$ cat src/hdl/urw_pkg.sv
// urw_pkg: constants and types of the serial port wakeup, loop and irq block
// assumes one 40 MHz bus clock and a 32-bit APB slave port
package urw_pkg;
  localparam int unsigned CLK_HZ      = 40_000_000;
  localparam int unsigned BAUD_DEF    = 115_200;
  localparam int unsigned BIT_CYC_DEF = CLK_HZ / BAUD_DEF;

  // register byte offsets
  localparam logic [7:0] A_CTRL1 = 8'h00;
  localparam logic [7:0] A_CTRL2 = 8'h04;
  localparam logic [7:0] A_STAT1 = 8'h08;
  localparam logic [7:0] A_STAT2 = 8'h0C;
  localparam logic [7:0] A_DATA  = 8'h10;

  // port_control_one fields
  localparam int C1_LONG = 0;
  localparam int C1_ILT  = 1;
  localparam int C1_WAKE = 2;
  localparam int C1_RX_SOURCE_SEL = 3;
  localparam int C1_LOOP = 4;
  // port_control_two fields
  localparam int C2_STBY = 0;
  localparam int C2_RXEN = 1;
  localparam int C2_TXEN = 2;
  localparam int C2_IDLE_IRQ_EN = 3;
  localparam int C2_RIE  = 4;
  localparam int C2_TX_COMPLETE_IRQ_EN = 5;
  localparam int C2_TIE  = 6;
  // status_one fields, low to high: overrun, idle, rx full, tx complete, tx empty
  localparam int S1_LSB = 3;
  localparam int S2_DIR = 1;

  // reset values
  localparam logic [4:0] CTRL1_RST = 5'h00;
  localparam logic [6:0] CTRL2_RST = 7'h00;
  localparam logic       TX_EMPTY_FLAG_RST  = 1'b1;
  localparam logic       TC_RST    = 1'b1;

  // consecutive ones that make an idle character
  localparam logic [3:0] IDLE_SHORT = 4'hA;
  localparam logic [3:0] IDLE_LONG  = 4'hB;
  // data bits per frame
  localparam logic [3:0] NBIT_SHORT = 4'h8;
  localparam logic [3:0] NBIT_LONG  = 4'h9;

  typedef enum logic [1:0] {RX_IDLE, RX_START, RX_DATA, RX_STOP} urw_rx_st_t;
endpackage

$ cat src/hdl/urw_rx_if.sv
// urw_rx_if: receive engine to controller signals
// assumes both ends run on pclk
`timescale 1ns/1ps
`default_nettype none
interface urw_rx_if;
  logic       line;
  logic       en;
  logic       long_frame;
  logic       idle_type;
  logic       done;
  logic [8:0] data;
  logic       msb_mark;
  logic       idle_lvl;
  logic       idle_hit;
  modport eng (input line, en, long_frame, idle_type,
               output done, data, msb_mark, idle_lvl, idle_hit);
  modport ctl (output line, en, long_frame, idle_type,
               input done, data, msb_mark, idle_lvl, idle_hit);
endinterface
`default_nettype wire

$ cat src/hdl/urw_rx_eng.sv
// urw_rx_eng: frame receiver and idle line counter
// assumes a synchronised, glitch filtered line from the controller
`timescale 1ns/1ps
`default_nettype none
module urw_rx_eng
  import urw_pkg::*;
#(
  parameter int unsigned BIT_CYC = BIT_CYC_DEF
) (
  // clock and reset
  input wire logic pclk,
  input wire logic presetn,
  // controller side
  urw_rx_if.eng    rx
);
  localparam int unsigned CW = $clog2(BIT_CYC);
  localparam logic [CW-1:0] BIT_LAST = CW'(BIT_CYC - 1);
  localparam logic [CW-1:0] HALF     = CW'(BIT_CYC / 2);

  urw_rx_st_t    st_q;
  logic [CW-1:0] tmr_q;
  logic [3:0]    bit_q;
  logic [8:0]    sh_q;
  logic [3:0]    ones_q;
  logic          line_q;
  logic          done_q;
  logic          msb_q;
  logic          hit_q;

  wire       tick   = tmr_q == BIT_LAST;
  wire       fall   = line_q & ~rx.line;
  wire [3:0] nbits  = rx.long_frame ? NBIT_LONG : NBIT_SHORT;
  wire [3:0] idle_n = rx.long_frame ? IDLE_LONG : IDLE_SHORT;
  wire       last   = bit_q == nbits - 4'h1;
  // counting from the stop bit restarts the run there
  wire       stop_rst = rx.idle_type & (st_q == RX_STOP);
  wire       one_inc  = rx.line & ~stop_rst & (ones_q != idle_n);
  wire       go_start = (st_q == RX_IDLE) & fall;

  assign rx.done     = done_q;
  assign rx.data     = rx.long_frame ? sh_q : {1'b0, sh_q[8:1]};
  assign rx.msb_mark = msb_q;
  assign rx.idle_lvl = rx.en & (ones_q == idle_n);
  assign rx.idle_hit = hit_q;

  always_ff @(posedge pclk or negedge presetn) begin
    if (!presetn) begin
      tmr_q <= '0;
      line_q <= 1'b1;
    end else begin
      line_q <= rx.line;
      tmr_q <= (go_start & rx.en) ? HALF : (tick ? '0 : tmr_q + 1'b1);
    end
  end

  // in idle the timer free-runs, so ones are counted at the bit rate
  always_ff @(posedge pclk or negedge presetn) begin
    if (!presetn) begin
      ones_q <= 4'h0;
      hit_q <= 1'b0;
    end else begin
      hit_q <= rx.en & tick & one_inc & (ones_q == idle_n - 4'h1);
      if (!rx.en || (tick && (!rx.line || stop_rst))) begin
        ones_q <= 4'h0;
      end else if (tick && one_inc) begin
        ones_q <= ones_q + 4'h1;
      end
    end
  end

  always_ff @(posedge pclk or negedge presetn) begin
    if (!presetn) begin
      st_q <= RX_IDLE;
      bit_q <= 4'h0;
      sh_q <= 9'h000;
      done_q <= 1'b0;
      msb_q <= 1'b0;
    end else begin
      done_q <= 1'b0;
      msb_q <= 1'b0;
      if (!rx.en) begin
        st_q <= RX_IDLE;
      end else begin
        case (st_q)
          RX_IDLE: begin
            if (fall) begin
              st_q <= RX_START;
            end
          end
          RX_START: begin
            if (tick) begin
              st_q <= rx.line ? RX_IDLE : RX_DATA;
              bit_q <= 4'h0;
            end
          end
          RX_DATA: begin
            if (tick) begin
              sh_q <= {rx.line, sh_q[8:1]};
              bit_q <= bit_q + 4'h1;
              msb_q <= last & rx.line;
              if (last) begin
                st_q <= RX_STOP;
              end
            end
          end
          RX_STOP: begin
            if (tick) begin
              done_q <= 1'b1;
              st_q <= RX_IDLE;
            end
          end
          default: st_q <= RX_IDLE;
        endcase
      end
    end
  end
endmodule
`default_nettype wire

$ cat src/hdl/urw_top.sv
// urw_top: serial port receiver standby and wakeup, loop routing and irq flags
// assumes an APB master on pclk; rxd and txd_i are asynchronous pins
// Behaviour
// - standby suppresses receiver irqs; data still loads, rx full not set
// - wake select 0 means idle line wakeup, 1 means address mark wakeup
// - idle line wakeup: idle on the receive input clears standby
// - the waking idle character sets neither idle flag nor rx full
// - idle type picks counting ones after start bit or after stop bit
// - address mark wakeup: msb of 1 marks an address frame, clears standby
// - address frame clears standby before stop bit, then sets rx full
// - setting standby on an already idle line may wake at once
// - loop plus source 1: rx pin cut, receiver hears tx pin driver
// - single wire: direction bit 0 makes tx pin input, 1 output
// - loop plus source 0: rx pin cut, transmitter feeds receiver internally
// - all irq conditions ORed onto one active-high request line
// - sources: tx empty, tx complete, rx full with overrun, idle; own enables
// - tx empty set on shifter load; cleared by status read then data write
// - tx complete set when empty and idle; tx pin then idles high
// - tx complete cleared by status read then data write, or when queued
// - rx full set on data transfer; cleared by status read then data read
// - overrun when frame ends unread; new data dropped, held data kept
// - idle flag after 10 or 11 ones; rearms only after rx full
// - irq keeps working while the processor waits
`timescale 1ns/1ps
`default_nettype none
module urw_top
  import urw_pkg::*;
#(
  parameter int unsigned BIT_CYC = BIT_CYC_DEF
) (
  // clock and reset
  input  wire logic        pclk,
  input  wire logic        presetn,
  // apb slave
  input  wire logic [7:0]  paddr,
  input  wire logic        psel,
  input  wire logic        penable,
  input  wire logic        pwrite,
  input  wire logic [31:0] pwdata,
  input  wire logic [3:0]  pstrb,
  output var  logic [31:0] prdata,
  output var  logic        pready,
  output var  logic        pslverr,
  // serial pins
  input  wire logic        rxd,
  input  wire logic        txd_i,
  output var  logic        txd_o,
  output var  logic        txd_oe,
  // interrupt
  output var  logic        irq
);
  localparam int unsigned CW = $clog2(BIT_CYC);
  localparam logic [CW-1:0] BIT_LAST = CW'(BIT_CYC - 1);

  urw_rx_if rx ();

  logic [1:0]    s1_q, s2_q, s3_q, pin_q;
  logic [4:0]    c1_q;
  logic [6:0]    c2_q;
  logic          dir_q;
  logic          tx_empty_flag_q, tc_q, rxf_q, idle_q, or_q;
  logic [4:0]    arm_q;
  logic          idle_ok_q;
  logic [8:0]    rdat_q, tdat_q;
  logic          tpend_q, busy_q;
  logic [10:0]   tsh_q;
  logic [3:0]    tcnt_q;
  logic [CW-1:0] ttmr_q;

  // apb decode; writes need the low byte lane
  wire setup  = psel & ~penable;
  wire xfer   = psel & penable & pready;
  wire wr     = xfer & pwrite & pstrb[0];
  wire rd     = xfer & ~pwrite;
  wire hit_c1 = paddr == A_CTRL1;
  wire hit_c2 = paddr == A_CTRL2;
  wire hit_s1 = paddr == A_STAT1;
  wire hit_s2 = paddr == A_STAT2;
  wire hit_d  = paddr == A_DATA;
  wire mapped = hit_c1 | hit_c2 | hit_s1 | hit_s2 | hit_d;
  wire c2_wr  = wr & hit_c2;
  wire d_wr   = wr & hit_d;
  wire d_rd   = rd & hit_d;
  wire [4:0]  flags = {tx_empty_flag_q, tc_q, rxf_q, idle_q, or_q};
  wire [31:0] rmux  = hit_c1 ? {27'h0, c1_q} :
                      hit_c2 ? {25'h0, c2_q} :
                      hit_s1 ? {24'h0, flags, 3'h0} :
                      hit_s2 ? {30'h0, dir_q, 1'b0} :
                      hit_d  ? {23'h0, rdat_q} : 32'h0;

  // a flag is armed only if software saw it set in the status read
  wire clr_tx_empty_flag = d_wr & arm_q[4];
  wire clr_tc   = d_wr & arm_q[3];
  wire clr_rx   = d_rd & arm_q[2];
  wire clr_idle = d_rd & arm_q[1];
  wire clr_or   = d_rd & arm_q[0];

  wire loop   = c1_q[C1_LOOP];
  wire single = loop & c1_q[C1_RX_SOURCE_SEL];
  wire wake   = c1_q[C1_WAKE];
  wire stby   = c2_q[C2_STBY];
  wire txen   = c2_q[C2_TXEN];

  // pin filter: a change counts once stages two and three agree
  wire [1:0] pin_d = (s2_q & s3_q) | (pin_q & (s2_q | s3_q));

  // receive source routing
  assign rx.line = !loop ? pin_q[0] :
                   c1_q[C1_RX_SOURCE_SEL] ? pin_q[1] :
                   txd_o;
  assign rx.en         = c2_q[C2_RXEN];
  assign rx.long_frame = c1_q[C1_LONG];
  assign rx.idle_type  = c1_q[C1_ILT];

  // idle_lvl is a level, so standby set on an idle line wakes at once
  wire idle_wake = ~wake & rx.idle_lvl;
  wire addr_wake = wake & rx.msb_mark;
  wire stby_clr  = stby & (idle_wake | addr_wake);
  wire frame_ok  = rx.done & ~stby;
  wire rxf_set   = frame_ok & ~rxf_q;
  wire or_set    = frame_ok & rxf_q;
  wire idle_set  = rx.idle_hit & ~stby & idle_ok_q;
  wire rload     = rx.done & ~or_set;

  // transmitter
  wire load   = ~busy_q & tpend_q & txen;
  wire ttick  = ttmr_q == BIT_LAST;
  wire quiet  = tx_empty_flag_q & ~tpend_q & ~busy_q;
  wire txbit  = busy_q ? tsh_q[0] : 1'b1;
  wire [10:0] frame = c1_q[C1_LONG] ? {1'b1, tdat_q, 1'b0} :
                                     {2'h3, tdat_q[7:0], 1'b0};
  wire [3:0]  flen  = c1_q[C1_LONG] ? IDLE_LONG : IDLE_SHORT;

  wire irq_d = (tx_empty_flag_q & c2_q[C2_TIE]) | (tc_q & c2_q[C2_TX_COMPLETE_IRQ_EN]) |
               (~stby & ((c2_q[C2_RIE] & (rxf_q | or_q)) |
                         (c2_q[C2_IDLE_IRQ_EN] & idle_q)));

  urw_rx_eng #(
    .BIT_CYC (BIT_CYC)
  ) u_eng (
    .pclk    (pclk),
    .presetn (presetn),
    .rx      (rx.eng)
  );

  always_ff @(posedge pclk or negedge presetn) begin
    if (!presetn) begin
      s1_q <= 2'h3;
      s2_q <= 2'h3;
      s3_q <= 2'h3;
      pin_q <= 2'h3;
    end else begin
      s1_q <= {txd_i, rxd};
      s2_q <= s1_q;
      s3_q <= s2_q;
      pin_q <= pin_d;
    end
  end

  // zero wait states: pready rises in the first access cycle
  always_ff @(posedge pclk or negedge presetn) begin
    if (!presetn) begin
      pready <= 1'b0;
      pslverr <= 1'b0;
      prdata <= 32'h0;
    end else begin
      pready <= setup;
      pslverr <= setup & ~mapped;
      prdata <= (setup & ~pwrite) ? rmux : 32'h0;
    end
  end

  // software write to standby wins over a wakeup in the same cycle
  always_ff @(posedge pclk or negedge presetn) begin
    if (!presetn) begin
      c1_q <= CTRL1_RST;
      c2_q <= CTRL2_RST;
      dir_q <= 1'b0;
    end else begin
      if (wr && hit_c1) begin
        c1_q <= pwdata[4:0];
      end
      if (wr && hit_s2) begin
        dir_q <= pwdata[S2_DIR];
      end
      if (c2_wr) begin
        c2_q <= pwdata[6:0];
      end else if (stby_clr) begin
        c2_q[C2_STBY] <= 1'b0;
      end
    end
  end

  // flags: a set in the cycle of its clear wins
  always_ff @(posedge pclk or negedge presetn) begin
    if (!presetn) begin
      tx_empty_flag_q <= TX_EMPTY_FLAG_RST;
      tc_q <= TC_RST;
      rxf_q <= 1'b0;
      idle_q <= 1'b0;
      or_q <= 1'b0;
      idle_ok_q <= 1'b1;
      arm_q <= 5'h00;
      rdat_q <= 9'h000;
    end else begin
      tx_empty_flag_q <= load | (tx_empty_flag_q & ~clr_tx_empty_flag);
      tc_q <= quiet | (tc_q & ~clr_tc & ~tpend_q);
      rxf_q <= rxf_set | (rxf_q & ~clr_rx);
      or_q <= or_set | (or_q & ~clr_or);
      idle_q <= idle_set | (idle_q & ~clr_idle);
      idle_ok_q <= rxf_set | (idle_ok_q & ~idle_set);
      if (rd && hit_s1) begin
        arm_q <= prdata[S1_LSB +: 5];
      end else if (d_wr || d_rd) begin
        arm_q <= 5'h00;
      end
      if (rload) begin
        rdat_q <= rx.data;
      end
    end
  end

  always_ff @(posedge pclk or negedge presetn) begin
    if (!presetn) begin
      tdat_q <= 9'h000;
      tpend_q <= 1'b0;
      busy_q <= 1'b0;
      tsh_q <= 11'h7FF;
      tcnt_q <= 4'h0;
      ttmr_q <= '0;
    end else begin
      ttmr_q <= (load || ttick) ? '0 : ttmr_q + 1'b1;
      if (d_wr) begin
        tdat_q <= pwdata[8:0];
        tpend_q <= 1'b1;
      end else if (load) begin
        tpend_q <= 1'b0;
      end
      if (load) begin
        tsh_q <= frame;
        tcnt_q <= flen;
        busy_q <= 1'b1;
      end else if (busy_q && ttick) begin
        tsh_q <= {1'b1, tsh_q[10:1]};
        tcnt_q <= tcnt_q - 4'h1;
        busy_q <= tcnt_q != 4'h1;
      end
    end
  end

  // the request stays live in wait mode: no clock gating here
  always_ff @(posedge pclk or negedge presetn) begin
    if (!presetn) begin
      irq <= 1'b0;
      txd_o <= 1'b1;
      txd_oe <= 1'b0;
    end else begin
      irq <= irq_d;
      txd_o <= txbit;
      txd_oe <= single ? dir_q : txen;
    end
  end
endmodule
`default_nettype wire

$ cat config.mk
export PLATFORM = sky130hd
export DESIGN_NAME = urw_top
export DESIGN_NICKNAME = d
export VERILOG_FILES = /design/src/hdl/urw_pkg.sv /design/src/hdl/urw_rx_if.sv /design/src/hdl/urw_rx_eng.sv /design/src/hdl/urw_top.sv
export SDC_FILE = /design/constraint.sdc
export NUM_CORES = 1
export LEC_CHECK = 0
export ABC_AREA = 0
export BUFFER_PORTS_ARGS = -buffer_cell sky130_fd_sc_hd__buf_2
export CORE_UTILIZATION = 51
export CTS_CLUSTER_DIAMETER = 100
export DETAILED_ROUTE_END_ITERATION = 8
export PLACE_DENSITY_LB_ADDON = 0.1
export SYNTH_ARGS = -nofsm -noshare
export SYNTH_HDL_FRONTEND = slang
export SYNTH_SLANG_ARGS = --single-unit
$ cat constraint.sdc
create_clock -name pclk -period 1.95 [get_ports pclk]
set_input_delay 0.0975 -clock pclk [delete_from_list [all_inputs] [get_ports pclk]]
set_output_delay 0.0975 -clock pclk [all_outputs]
set_load 0.03 [all_outputs]
==> Yosys cells after proc, flatten, opt, wreduce, memory -nomap -nowiden <==
Cells that the tools add are included.
{ "word_totals": {"regBits": 122, "wordCells": 225, "romBits": 0, "output_inout_bits": 37, "in_bits": 51, "latchBits": 0, "memories": 0, "ramBits": 0} }
{ "classes": {"n_shift": 0, "n_addsub": 7, "n_reduce_logical": 23, "div": 0, "muxes": 48, "multipliers": 0, "n_eq_ne": 21, "n_bitwise": 89, "magnitude_cmp": 0} }
{ "op_table": {"columns": ["operator", "n"], "rows": [
  ["$mux 9", 10],
  ["$and 1x1->1", 53],
  ["$mux 4", 6],
  ["$mux 11", 2],
  ["$add 9x1->9 const B", 2],
  ["$eq 9x9->1 const B", 2],
  ["$mux 1", 18],
  ["$not 1->1", 17],
  ["$eq 8x4->1 const B", 2],
  ["$ne 3x2->1 const B", 5],
  ["$or 1x1->1", 15],
  ["$mux 2", 7],
  ["$eq 4x4->1", 3],
  ["$reduce_bool 2->1", 6],
  ["$sub 4x1->4 const B", 3],
  ["$mux 10", 1],
  ["$mux 5", 2],
  ["$add 4x1->4 const B", 2],
  ["$eq 8x3->1 const B", 1],
  ["$eq 8x5->1 const B", 1],
  ["$logic_not 8->1", 1],
  ["$pmux 2 s4", 1],
  ["$pmux 4 s2", 1],
  ["$logic_and 1x1->1", 6],
  ["other kinds (13)", 21]
]} }

==> Longest topological paths before layout <==
Gate-level depths: netlist (run 1).
{ "logic_depth": {"depth_word": 10, "mapped_depth": 9, "ltp_nobuf": 7} }

==> By module <==
From an unflattened synthesis (run 1), not the netlist that was laid out.
{ "unflattened": {"hier_cells": 528, "area_unflattened_um2": 5846.9} }
{ "by_module_without_submodules": {"columns": ["mod", "area_each_um2", "seq_area_each_um2", "cells_per_inst", "instances"], "rows": [
  ["urw_top", 4131.5, 2254.7, 364, 1],
  ["urw_rx_eng", 1715.4, 802.0, 164, 1]
]} }

==> Worst setup path before layout (run 1) <==
Ideal clock, no wire load.
{ "synth_timing": {"path_type": "flip-flop to flip-flop", "start": "register u_eng.tmr_q[2]", "end": "register u_eng.ones_q[0]", "t_arrival_ns": 2.027, "setup_slack_ns": -0.150, "period_less_slack_ns": 2.100, "required_time_ns": 1.877, "setup_time_ns": 0.073, "stages_incl_launch_ff": 7, "n_path_buf": 1, "cell_sequence": "dfrtp_1 or4b_4 or2_1 buf_6 or3_4 o22a_1 a21oi_2"} }
{ "synth_via": {"elab_chain_len": 4, "word_cells_on_any_way": 6, "classes_between": "eq/ne: 1; mux: 1; reduce/logical: 4"} }
{ "synth_rtl": {"columns": ["item", "line", "text"], "rows": [
  ["from (decl)", "urw_rx_eng.sv:21", "logic [CW-1:0] tmr_q;"],
  ["from (signal assigned)", "urw_rx_eng.sv:52", "tmr_q <= (go_start & rx.en) ? HALF : (tick ? '0 : tmr_q + 1'b1);"],
  ["$eq 9x9->1 *", "urw_rx_eng.sv:30", "wire tick = tmr_q == BIT_LAST;"],
  ["$logic_and 1x1->1", "urw_rx_eng.sv:63", "if (!rx.en || (tick && (!rx.line || stop_rst))) begin"],
  ["$logic_or 1x1->1", "urw_rx_eng.sv:63", null],
  ["$mux 4 or $reduce_bool 2->1 (tied branches)", null, null],
  ["to (signal assigned)", "urw_rx_eng.sv:66", "ones_q <= ones_q + 4'h1;"],
  ["to (decl)", "urw_rx_eng.sv:24", "logic [3:0] ones_q;"]
]} }
Mark *: on every way between the ends. The rest lies on a longest branch, timed or not.
A chain may end at the register's enable or synchronous reset.

==> Final worst setup path (run 1) <==
{ "layout_timing": {"start": "register u_eng.tmr_q[7]", "end": "register u_eng.ones_q[0]"} }
The elaborated chain is that of the path after synthesis.

==> results.md, run 1 <==
* Filler instances at 813
* Crit path to: u_eng.ones_q[0]$_DFFE_PN0P_
* Final Hold Viols at 0
* Leak pwr at approximately 3.3 nW
* Yosys warns at 0
* R2r setup slk at around 14 ps
* Fin util at between 60% and 70%
* CP Data Required Time at roughly 2400 ps
* Chip height at between 100 and 150 um
* Mapped Area at 5630 um^2
* Post-synthesis adder-cell area fraction at around 3.0%
* Area occupied by multi-input gates at between 2000 and 2500 um^2
* Standard-cell rows at 37
* Vias per inst at about 5.3
* Synth Flop Type: dfrtp_1
* Worst clock skew at approximately 6.4 ps
* Post-Synth XOR/XNOR Area at around 2.6%
* Layout cells sized above 1 at 24.1%
* CP Capture Type: register
* Final ANT Viol Nets at 0
* Part of the Yosys area used for sequential elements at ~54%
* Crit-path slowest cell: or4b_4
* Final Slew Violations at 0
* Startpoint class of the critical path: register
* Tmin final at approximately 1900 ps
* Mean Syn Cell Area at around 10 um^2
* CTS Buf Count at 17
* Drt total wl at 11,500 um
* Post-Layout Cell Count at 778
* Worst setup path startpoint: u_eng.tmr_q[7]$_DFF_PN0_
* Sink Count at ~120
* DRC Markers at 0
* Placed Cells at around 730
* Fmax achieved at slightly above 500 MHz
* Drt pass-1 iters at 5
* Grt ovf at 0
* Die ar. at between 10,000 and 15,000 um^2
* EDFF count, synth at 0
* Critical path class: register to register
* Unrepaired setup endpoints after global routing: yes
* TritonCTS clock tree: done
* Gpl congestion at approximately 0.85
* Met3 usage at approximately 6.4%
* Synth unique cells at between 50 and 60
* FF/Latch Area at 3060 um^2
* Post-Synth Simple-Gate Area at ~17%
* Vias in the first global route at between 4,000 and 5,000
* CP arrival at between 2000 and 2500 ps
* Root Buffer: clkbuf_8
* Gate count after technology mapping at about 540
* Final-report setup violation count at 0
* Worst-path clk slew at 60 ps
* DR iter-0 viols at ~230
* Reg2reg start: u_eng.tmr_q[7]$_DFF_PN0_
* Die W at 107 um
* Most used routing layer: met2
* Max Cap Viol at 0
* Crit-path cells: or4b_4, or2_4, or3_4, o22a_1, a21oi_2
* # port buffers at 38
* Period utilization at 99.3%
* Seq cells post-synth at about 120
* Worst Hold Class: input pin to async pin
* CP peak stage delay at 540 ps
* Layout area overhead at 23.0%
* Met2 Track Usage GR at a little over a third
* H-Tree Level Count at 4
* Routed vias at 4,133
* First-pass GRT wire length at between 15,000 and 20,000 um
* CTS Buffer Depth at 2
* Compound-gate portion of the synthesized area at under 10%
* Synth async-reset ratio at 100%
* Global Route Usage Sum at 22.7%
* GR Layer Usage met1 at between 20% and 30%
* Core box area at around 11,000 um^2
* Worst skew pair latency at 520 ps
* R2R Path End: u_eng.ones_q[0]$_DFFE_PN0P_
* Pwr per Cell Area at between 900 and 1000 nW/um^2
* Status: finished, final reports clean
* Multiplexer share of the synthesized area at 7.20%
* Crit-path max FO at 7
* Maximum number of pins on one net before global-route repair at 48
* Starting Density at between 50% and 60%
* Avg WL per Cell at approximately 15 um
* Antenna violations before repair at 0
* R2r worst-path depth at 5
* Final nets at 692
* # diodes at 0
* Maximum vdd ir drop at around 680 uV
* DP HPWL at 8020 um
* Largest family of logic cells by synthesized area: simple AND/OR/NAND/NOR gates
* # IOs at 88
[repair_timing]
item	CTS	global route
pin swaps	0	5
hold buffers	20	0
buffers inserted	0	1
hold endpoints to repair	131	0
setup endpoints to repair	2	27
gates resized for setup	1	10
[state kept, by name (all words and copies together) (netlist names), 4 cells and up]
name	flops
prdata	9
ttmr_q	9
tsh_q	10
u_eng.bit_q	4
c1_q	5
arm_q	5
tcnt_q	4
c2_q	7
rdat_q	9
tdat_q	9
u_eng.sh_q	9
u_eng.tmr_q	9
u_eng.ones_q	4
[cell type report]
cell class | count | share of cell area (%)
Clock buffer | 25 | 7.14
Clock inverter | 7 | 1.64
Inverter | 20 | 1.08
Timing Repair Buffer | 87 | 9.24
Multi-Input combinational cell | 382 | 34.3
Sequential cell | 121 | 44.2
Tap cell | 136 | 2.46
[logic make-up (layout without fill, tap and decap cells)]
kind of cell,Yosys count,in the layout
flip-flops,121,121
other,1,23
AO/OA/AOI/OAI,90,90
adder cells (fa/ha/maj),14,14
multiplexers,38,38
buffers and inverters,58,139
AND/OR/NAND/NOR,200,200
XOR/XNOR,17,17
[power by group]
part	switching [W]	internal, W
combinational	0.000329	0.000261
sequential	0.000137	0.00267
clock	0.00104	0.00211
[layer usage]
layer	vias to the layer above	part of all wire, %	routed length, um
met3	23	4.2	484
met4	0	2.1	242
met2	98	48	5540
met5	-	0	0
li1	2008	-	-
met1	2004	46	5240
[critical path, delay by kind of cell (launching register included)]
kind	cells	cell delay [ps]
AOI/OAI and AO/OA	2	330
DFF	1	380
and+or+nand+nor	3	1150
[cells in the mapped netlist, drive strengths merged (3+ instances only)]
| master | instances | share of area (%) |
|---|---|---|
| buf | 24 | 3.3 |
| nor4 | 4 | 0.44 |
| inv | 20 | 1.3 |
| nor3 | 9 | 0.89 |
| nor2b | 6 | 0.67 |
| a22o | 7 | 1.1 |
| and2 | 7 | 0.78 |
| nand3 | 20 | 1.8 |
| nand4 | 7 | 0.78 |
| xor2 | 8 | 1.2 |
| nand2b | 4 | 0.44 |
| nor2 | 32 | 2.3 |
| mux2 | 20 | 4.0 |
| dfrtp | 98 | 44 |
| clkbuf | 14 | 0.93 |
| xnor2 | 9 | 1.4 |
| ha | 12 | 2.7 |
| mux2i | 18 | 3.2 |
| or2 | 3 | 0.33 |
| nor3b | 3 | 0.40 |
| nand2 | 85 | 5.7 |
| and3 | 9 | 1.0 |
| a21oi | 19 | 1.8 |
| o21ai | 41 | 3.6 |
| dfstp | 23 | 11 |
[cell usage in the layout, fill, tap and decap left out, types with 4 or more instances in the layout]
cell type / instances
and3_1: 9
a21oi_1: 18
o21ai_0: 39
inv_1: 20
xor2_1: 8
a22o_1: 7
dlygate4sd3_1: 20
mux2i_1: 18
dfrtp_1: 97
nand3_1: 20
clkbuf_8: 6
conb_1: 23
nand2_1: 84
clkbuf_16: 16
nand2b_1: 4
xnor2_1: 9
nand4_1: 7
nor4_1: 4
mux2_2: 20
ha_1: 11
and2_1: 5
buf_2: 37
nor2b_1: 6
buf_4: 27
nor3_1: 8
nor2_1: 31
dfstp_2: 23
[per-stage QoR]
step / instance area (um^2) / worst slack [ps] / total power, W / hold WS [ps] / TNS, ps
2_1_floorplan: 5720 / -43.3 / 0.00320 / -198 / -43.3
3_3_place_gp: 6080 / -3.42 / 0.00337 / 71.2 / -3.42
3_5_place_dp: 6080 / -35.9 / 0.00340 / 69.6 / -65.3
4_1_cts: 6890 / 3.81 / 0.00661 / 24.9 / 0
5_1_grt: 6920 / -36.3 / 0.00683 / 99.1 / -84.0
6_report: 6920 / 14.3 / 0.00655 / 65.6 / 0
[worst min-delay path by stage]
stage	endpoint	slack, ps	cells after the start
6_report	tdat_q[5]$_DFFE_PN0P_	70	2
5_1_grt	tdat_q[5]$_DFFE_PN0P_	100	2
4_1_cts	prdata[6]$_DFF_PN0_	20	5
3_5_place_dp	tdat_q[5]$_DFFE_PN0P_	70	1
3_3_place_gp	tdat_q[6]$_DFFE_PN0P_	70	1
2_1_floorplan	arm_q[0]$_DFFE_PN0P_	-200	0
(Power assumes the default switching activity.)
==> run 2: changes to the inputs <==
--- a/config.mk
+++ b/config.mk
@@ -11,6 +11,7 @@
 export CTS_CLUSTER_DIAMETER = 100
 export DETAILED_ROUTE_END_ITERATION = 8
 export PLACE_DENSITY_LB_ADDON = 0.1
+export REMOVE_ABC_BUFFERS = 1
 export SYNTH_ARGS = -nofsm -noshare
 export SYNTH_HDL_FRONTEND = slang
 export SYNTH_SLANG_ARGS = --single-unit
==> run 2 against run 1 <==
First-iteration DRC count is 10% higher. Flip-flop and latch count unchanged. Critical path type unchanged. Hold slack gained 0.88 ps. Critical endpoint is now u_eng.ones_q[3]$_DFFE_PN0P_. Final cell count is 0.51% higher.
==> results.md, run 2 (same netlist as run 1, synthesis figures left out) <==
* Status: finished, final reports clean
* Period utilization at between 90% and 100%
* Starting Density at between 50% and 60%
* Worst setup path startpoint: u_eng.tmr_q[2]$_DFF_PN0_
* CTS Buf Count at 17
* TritonCTS clock tree: done
* Drt pass-1 iters at 5
* Largest Register: tsh_q
* # IOs at between 80 and 90
* Layout area overhead at 22.9%
* Startpoint class of the critical path: register
* CP arrival at roughly 2400 ps
* Tot Pwr at about 0.0065 W
* Worst slew pin tran at between 500 and 600 ps
* Pwr per Cell Area at around 950 nW/um^2
* Maximum number of pins on one net before global-route repair at 42
* Fmax achieved at 516 MHz
* Gpl congestion at around 0.9
* Leak pwr at approximately 3.3 nW
* Max Cap Viol at 0
* Grt ovf at 0
* Final nets at about 700
* DP HPWL at about 8400 um
* Vias per inst at around 5.3
* Hold path startpoint: penable
* R2R Path End: u_eng.ones_q[3]$_DFFE_PN0P_
* DR iter-0 viols at around 260
* Layout cells sized above 1 at 24.6%
* R2r worst-path depth at 4
* R2r setup slk at around 14 ps
* CP Capture Type: register
* Vias in the first global route at slightly above 4,000
* Tmin final at between 1500 and 2000 ps
* Worst Hold Class: input pin to register
* Final ANT Viol Nets at 0
* Die ar. at roughly 11,000 um^2
* # port buffers at 38
* Crit-path slowest cell: or4b_4
* Worst relative slew slack at between 60% and 70%
* WHS Path Cells at 5
* Avg WL per Cell at between 15 and 20 um
* Worst setup margin at between 10 and 15 ps
* Max FFs per register at 10
* Antenna violations before repair at 0
* Crit-path max FO at 6
* First-pass GRT wire length at 20,000 um
* Critical path class: register to register
* H-Tree Level Count at 4
* Most frequent cells in the layout: 97 x dfrtp_1, 84 x nand2_1, 40 x o21ai_0, 37 x buf_2, 34 x buf_4
* Drt total wl at ~12,000 um
* CP Data Required Time at 2410 ps
* Final-report setup violation count at 0
* Final Hold Viols at 0
* Standard-cell rows at 37
* Root Buffer: clkbuf_8
* Chip height at 107 um
* Die W at around 110 um
* WHS Endpoint: prdata[6]$_DFF_PN0_
* Unrepaired setup endpoints after global routing: yes
* Maximum vdd ir drop at approximately 700 uV
* Global Route Usage Sum at about 23%
* Worst skew pair latency at between 500 and 600 ps
* CTS Buffer Depth at 2
* Largest delay share family, worst path: simple AND/OR/NAND/NOR gates
* Core box area at ~11,000 um^2
* CP peak stage delay at between 500 and 600 ps
* Pre-CTS WS at -63.4 ps
* Commonest non-fill, non-tap cell in the layout: dfrtp_1
* Worst path bufs/invs at 0
* # diodes at 0
* Crit-path cells: or4b_4, or2_4, or4_1, a21oi_2
* Final Slew Violations at 0
* Worst clock skew at around 7.4 ps
* DRC Markers at 0
* Worst-path clk slew at 60 ps
* Routed vias at ~4,100
* Sink Count at roughly 120
* Reg2reg start: u_eng.tmr_q[2]$_DFF_PN0_
* Filler instances at 845
==> run 2: power by group <==
group / switching [W] / internal, W / leakage (nW)
sequential: 0.000126 / 0.00267 / 1.56
combinational: 0.000346 / 0.000268 / 1.44
clock: 0.00112 / 0.00201 / 0.288
==> run 2: how the worst max path moves through the flow <==
stage	end	cells past startpoint
floorplan	u_eng.ones_q[0]$_DFFE_PN0P_	5
global placement	u_eng.ones_q[0]$_DFFE_PN0P_	5
detailed placement	u_eng.ones_q[0]$_DFFE_PN0P_	5
CTS	u_eng.st_q[1]$_DFFE_PN0P_	6
global route	u_eng.ones_q[3]$_DFFE_PN0P_	4
finish	u_eng.ones_q[3]$_DFFE_PN0P_	4
==> run 2: through the flow <==
step / hold WS, ps / instances / cell area [um^2] / TNS [ps] / util (%)
CTS: 16.2 / 782 / 6890 / -43.5 / 65.6
finish: 66.5 / 782 / 6920 / 0 / 65.8
global route: 82.1 / 782 / 6920 / -194 / 65.8
global placement: 110 / 731 / 6100 / -68.0 / 58.1
detailed placement: 116 / 731 / 6100 / -179 / 58.1
floorplan: -198 / 523 / 5470 / -223 / -
==> run 2: timing repair <==
action,in CTS,in global routing
hold buffers,19,0
resized for setup,1,7
buffers inserted,0,0
setup endpoints to repair,4,16
hold endpoints to repair,105,0
pin swaps,2,6
==> run 2: area by class of cell <==
cell class	instances	area (um^2)	area share, %
sequential	121	3060	44.2
clock buffer	21	449	6.49
clock inverter	11	146	2.12
tap	136	170	2.46
timing repair buffer	91	651	9.40
multi-input combinational	382	2370	34.2
inverter	20	75.1	1.09
==> run 2: worst min-delay path: cells and delay by family <==
kind                   cells  cell delay (ps)
buffers and inverters      1               80
and+or+nand+nor            4              360
==> run 2: layer usage <==
layer	track usage, %	routed length (um)	up-vias	part of all wire (%)
li1	-	-	2016	-
met3	5.35	466	14	3.9
met1	29.9	5470	2004	46
met2	37.3	5850	96	49
met4	9.00	158	0	1.3
met5	0	0	-	0
==> run 3: changes to the inputs <==
--- a/config.mk
+++ b/config.mk
@@ -9,6 +9,7 @@
 export BUFFER_PORTS_ARGS = -buffer_cell sky130_fd_sc_hd__buf_2
 export CORE_UTILIZATION = 51
 export CTS_CLUSTER_DIAMETER = 100
+export CTS_CLUSTER_SIZE = 24
 export DETAILED_ROUTE_END_ITERATION = 8
 export PLACE_DENSITY_LB_ADDON = 0.1
 export REMOVE_ABC_BUFFERS = 1
==> constraint.sdc (replaced) <==
create_clock -name pclk -period 1.71 [get_ports pclk]
set_input_delay 0.0855 -clock pclk [delete_from_list [all_inputs] [get_ports pclk]]
set_output_delay 0.0855 -clock pclk [all_outputs]
set_load 0.03 [all_outputs]
==> run 3 against run 2 <==
Setup slack got worse by 230 ps. Sequential power is 13% higher. First-iteration DRC count shrank 20%. Wire length is 4.8% higher. Die area unchanged. Maximum frequency is 0.56% higher. Highest routed layer unchanged. Flip-flop and latch count unchanged. Total power is 16% higher. The run now ends with setup timing left. Combinational power grew 32%. Via count increased by 5.2%. Hold slack worse by 17 ps. Critical path depth up 1.
==> results.md, run 3 (same netlist as run 1, synthesis figures left out) <==
* Crit-path max FO at 4
* First-pass GRT wire length at 21,000 um
* Share of power burned in registers at approximately two fifths
* Comb pwr share at 10.7%
* Maximum vdd ir drop at around 800 uV
* H-Tree Level Count at 4
* # IOs at 88
* Die ar. at around 11,000 um^2
* Layout area overhead at 30.2%
* Vias per inst at 5.32
* Failing checks: setup timing
* R2r setup slk at -220 ps
* Die W at 107 um
* Vias in the first global route at about 4,400
* TritonCTS clock tree: done
* CTS Buffer Depth at 2
* Gpl congestion at between 0.9 and 1
* Period utilization at 113%
* # diodes at 0
* Global Route Usage Sum at a little under a quarter
* Pwr per Cell Area at about 1000 nW/um^2
* Worst Hold Class: input pin to async pin
* Max Cap Viol at 0
* Worst path bufs/invs at 0
* Commonest non-fill, non-tap cell in the layout: dfrtp_1
* Unrepaired setup endpoints after global routing: yes
* CP Data Required Time at between 2000 and 2500 ps
* Fmax achieved at around 520 MHz
* Maximum number of pins on one net before global-route repair at between 50 and 60
* Worst setup margin at -216 ps
* Largest Register: tsh_q
* CP peak stage delay at 540 ps
* Final-report setup violation count at 11
* Routed vias at between 4,000 and 5,000
* Leak pwr at between 3 and 4 nW
* Tmin final at between 1500 and 2000 ps
* DRC Markers at 0
* Crit-path cells: or4b_4, or2_4, or3_4, o22a_1, a21oi_2
* Chip height at 107 um
* Final Slew Violations at 0
* Clock power frac at a little under half
* Layout cells sized above 1 at between 30% and 40%
* Worst skew pair latency at roughly 520 ps
* CP Capture Type: register
* Most frequent cells in the layout: 98 x dfrtp_1, 70 x nand2_1, 63 x buf_4, 37 x buf_2, 30 x nor2_1
* Final ANT Viol Nets at 0
* Critical path class: register to register
* Worst clock skew at 4.20 ps
* DP HPWL at about 8400 um
* Drt pass-1 iters at 5
* Fin util at 69.7%
* Sw power at ~0.0018 W
* CTS Buf Count at 17
* # port buffers at 38
* DR iter-0 viols at between 200 and 250
* Antenna violations before repair at 0
* Internal power at roughly 0.0058 W
* Avg WL per Cell at approximately 15 um
* Status: complete, but fails checks
* Final nets at between 700 and 800
* Starting Density at 53.5%
* Root Buffer: clkbuf_8
* Fin Setup TNS at -1110 ps
* Core box area at between 10,000 and 15,000 um^2
* Sw Ratio at between 20% and 30%
* CP arrival at roughly 2400 ps
* Largest delay share family, worst path: simple AND/OR/NAND/NOR gates
* Startpoint class of the critical path: register
* Crit-path slowest cell: or4b_4
* Standard-cell rows at 37
* Worst-path clk slew at roughly 60 ps
* Max FFs per register at 10
* Sink Count at 121
* Filler instances at 758
* Grt ovf at 0
* Final Hold Viols at 0
* Drt total wl at about 13,000 um
[run 3: cell types whose count changed in the layout (fill, tap and decap cells not counted), sizes merged]
cell	delta
buf	+35
dlygate4sd3	-1
clkinvlp	+2
clkinv	-2
[run 3: through the flow]
stage | area (um^2) | total power, W | hold slack [ps] | instances | setup slack [ps]
2_1_floorplan | 5470 | 0.00360 | -210 | 523 | -352
3_3_place_gp | 6330 | 0.00394 | 44.5 | 759 | -293
3_5_place_dp | 6330 | 0.00396 | 49.3 | 759 | -322
4_1_cts | 7190 | 0.00764 | 0.395 | 811 | -210
5_1_grt | 7330 | 0.00792 | 65.5 | 816 | -260
6_report | 7330 | 0.00759 | 49.6 | 816 | -216
[run 3: worst paths after layout]
check,start,cells past startpoint,to
min,presetn,2,tcnt_q[0]$_DFFE_PN0P_
max reg2reg,u_eng.tmr_q[7]$_DFF_PN0_,5,u_eng.ones_q[0]$_DFFE_PN0P_
max,u_eng.tmr_q[7]$_DFF_PN0_,5,u_eng.ones_q[0]$_DFFE_PN0P_
min in group pclk,paddr[7],4,pslverr$_DFF_PN0_
min reg2reg,s1_q[1]$_DFF_PN1_,0,s2_q[1]$_DFF_PN1_
max in group asynchronous,presetn,3,idle_ok_q$_DFF_PN1_
[run 3: layer usage]
metal,track usage [%],vias to the layer above,routed length [um]
li1,-,2089,-
met1,31.6,2115,5620
met2,38.3,118,6090
met3,6.14,21,635
met4,8.02,0,174
met5,0,-,0
[run 3: power by group through the flow]
stage | combinational (W) | sequential [W] | clock (W)
2_1_floorplan | 0.000373 | 0.00323 | 0
3_3_place_gp | 0.000740 | 0.00320 | 0
3_5_place_dp | 0.000756 | 0.00321 | 0
4_1_cts | 0.000805 | 0.00316 | 0.00368
5_1_grt | 0.000916 | 0.00318 | 0.00382
6_report | 0.000813 | 0.00316 | 0.00362
[run 3: cell type report]
cell class              instances  area, um^2  share of cell area (%)
multi-input cells             382        2470                    33.7
repair buffers                125         938                    12.8
well taps                     136         170                    2.32
flip-flops and latches        121        3060                    41.7
clock inverters                11         144                    1.96
clock buffers                  21         469                    6.40
inverters                      20        75.1                    1.02
[run 3: what timing repair did]
item,4_1_cts,5_1_grt
buffers inserted,3,6
cloned,0,0
endpoints found under the setup margin,21,36
endpoints found under the hold margin,135,0
resized for setup,14,41
pin swaps,15,18
hold buffers,18,0
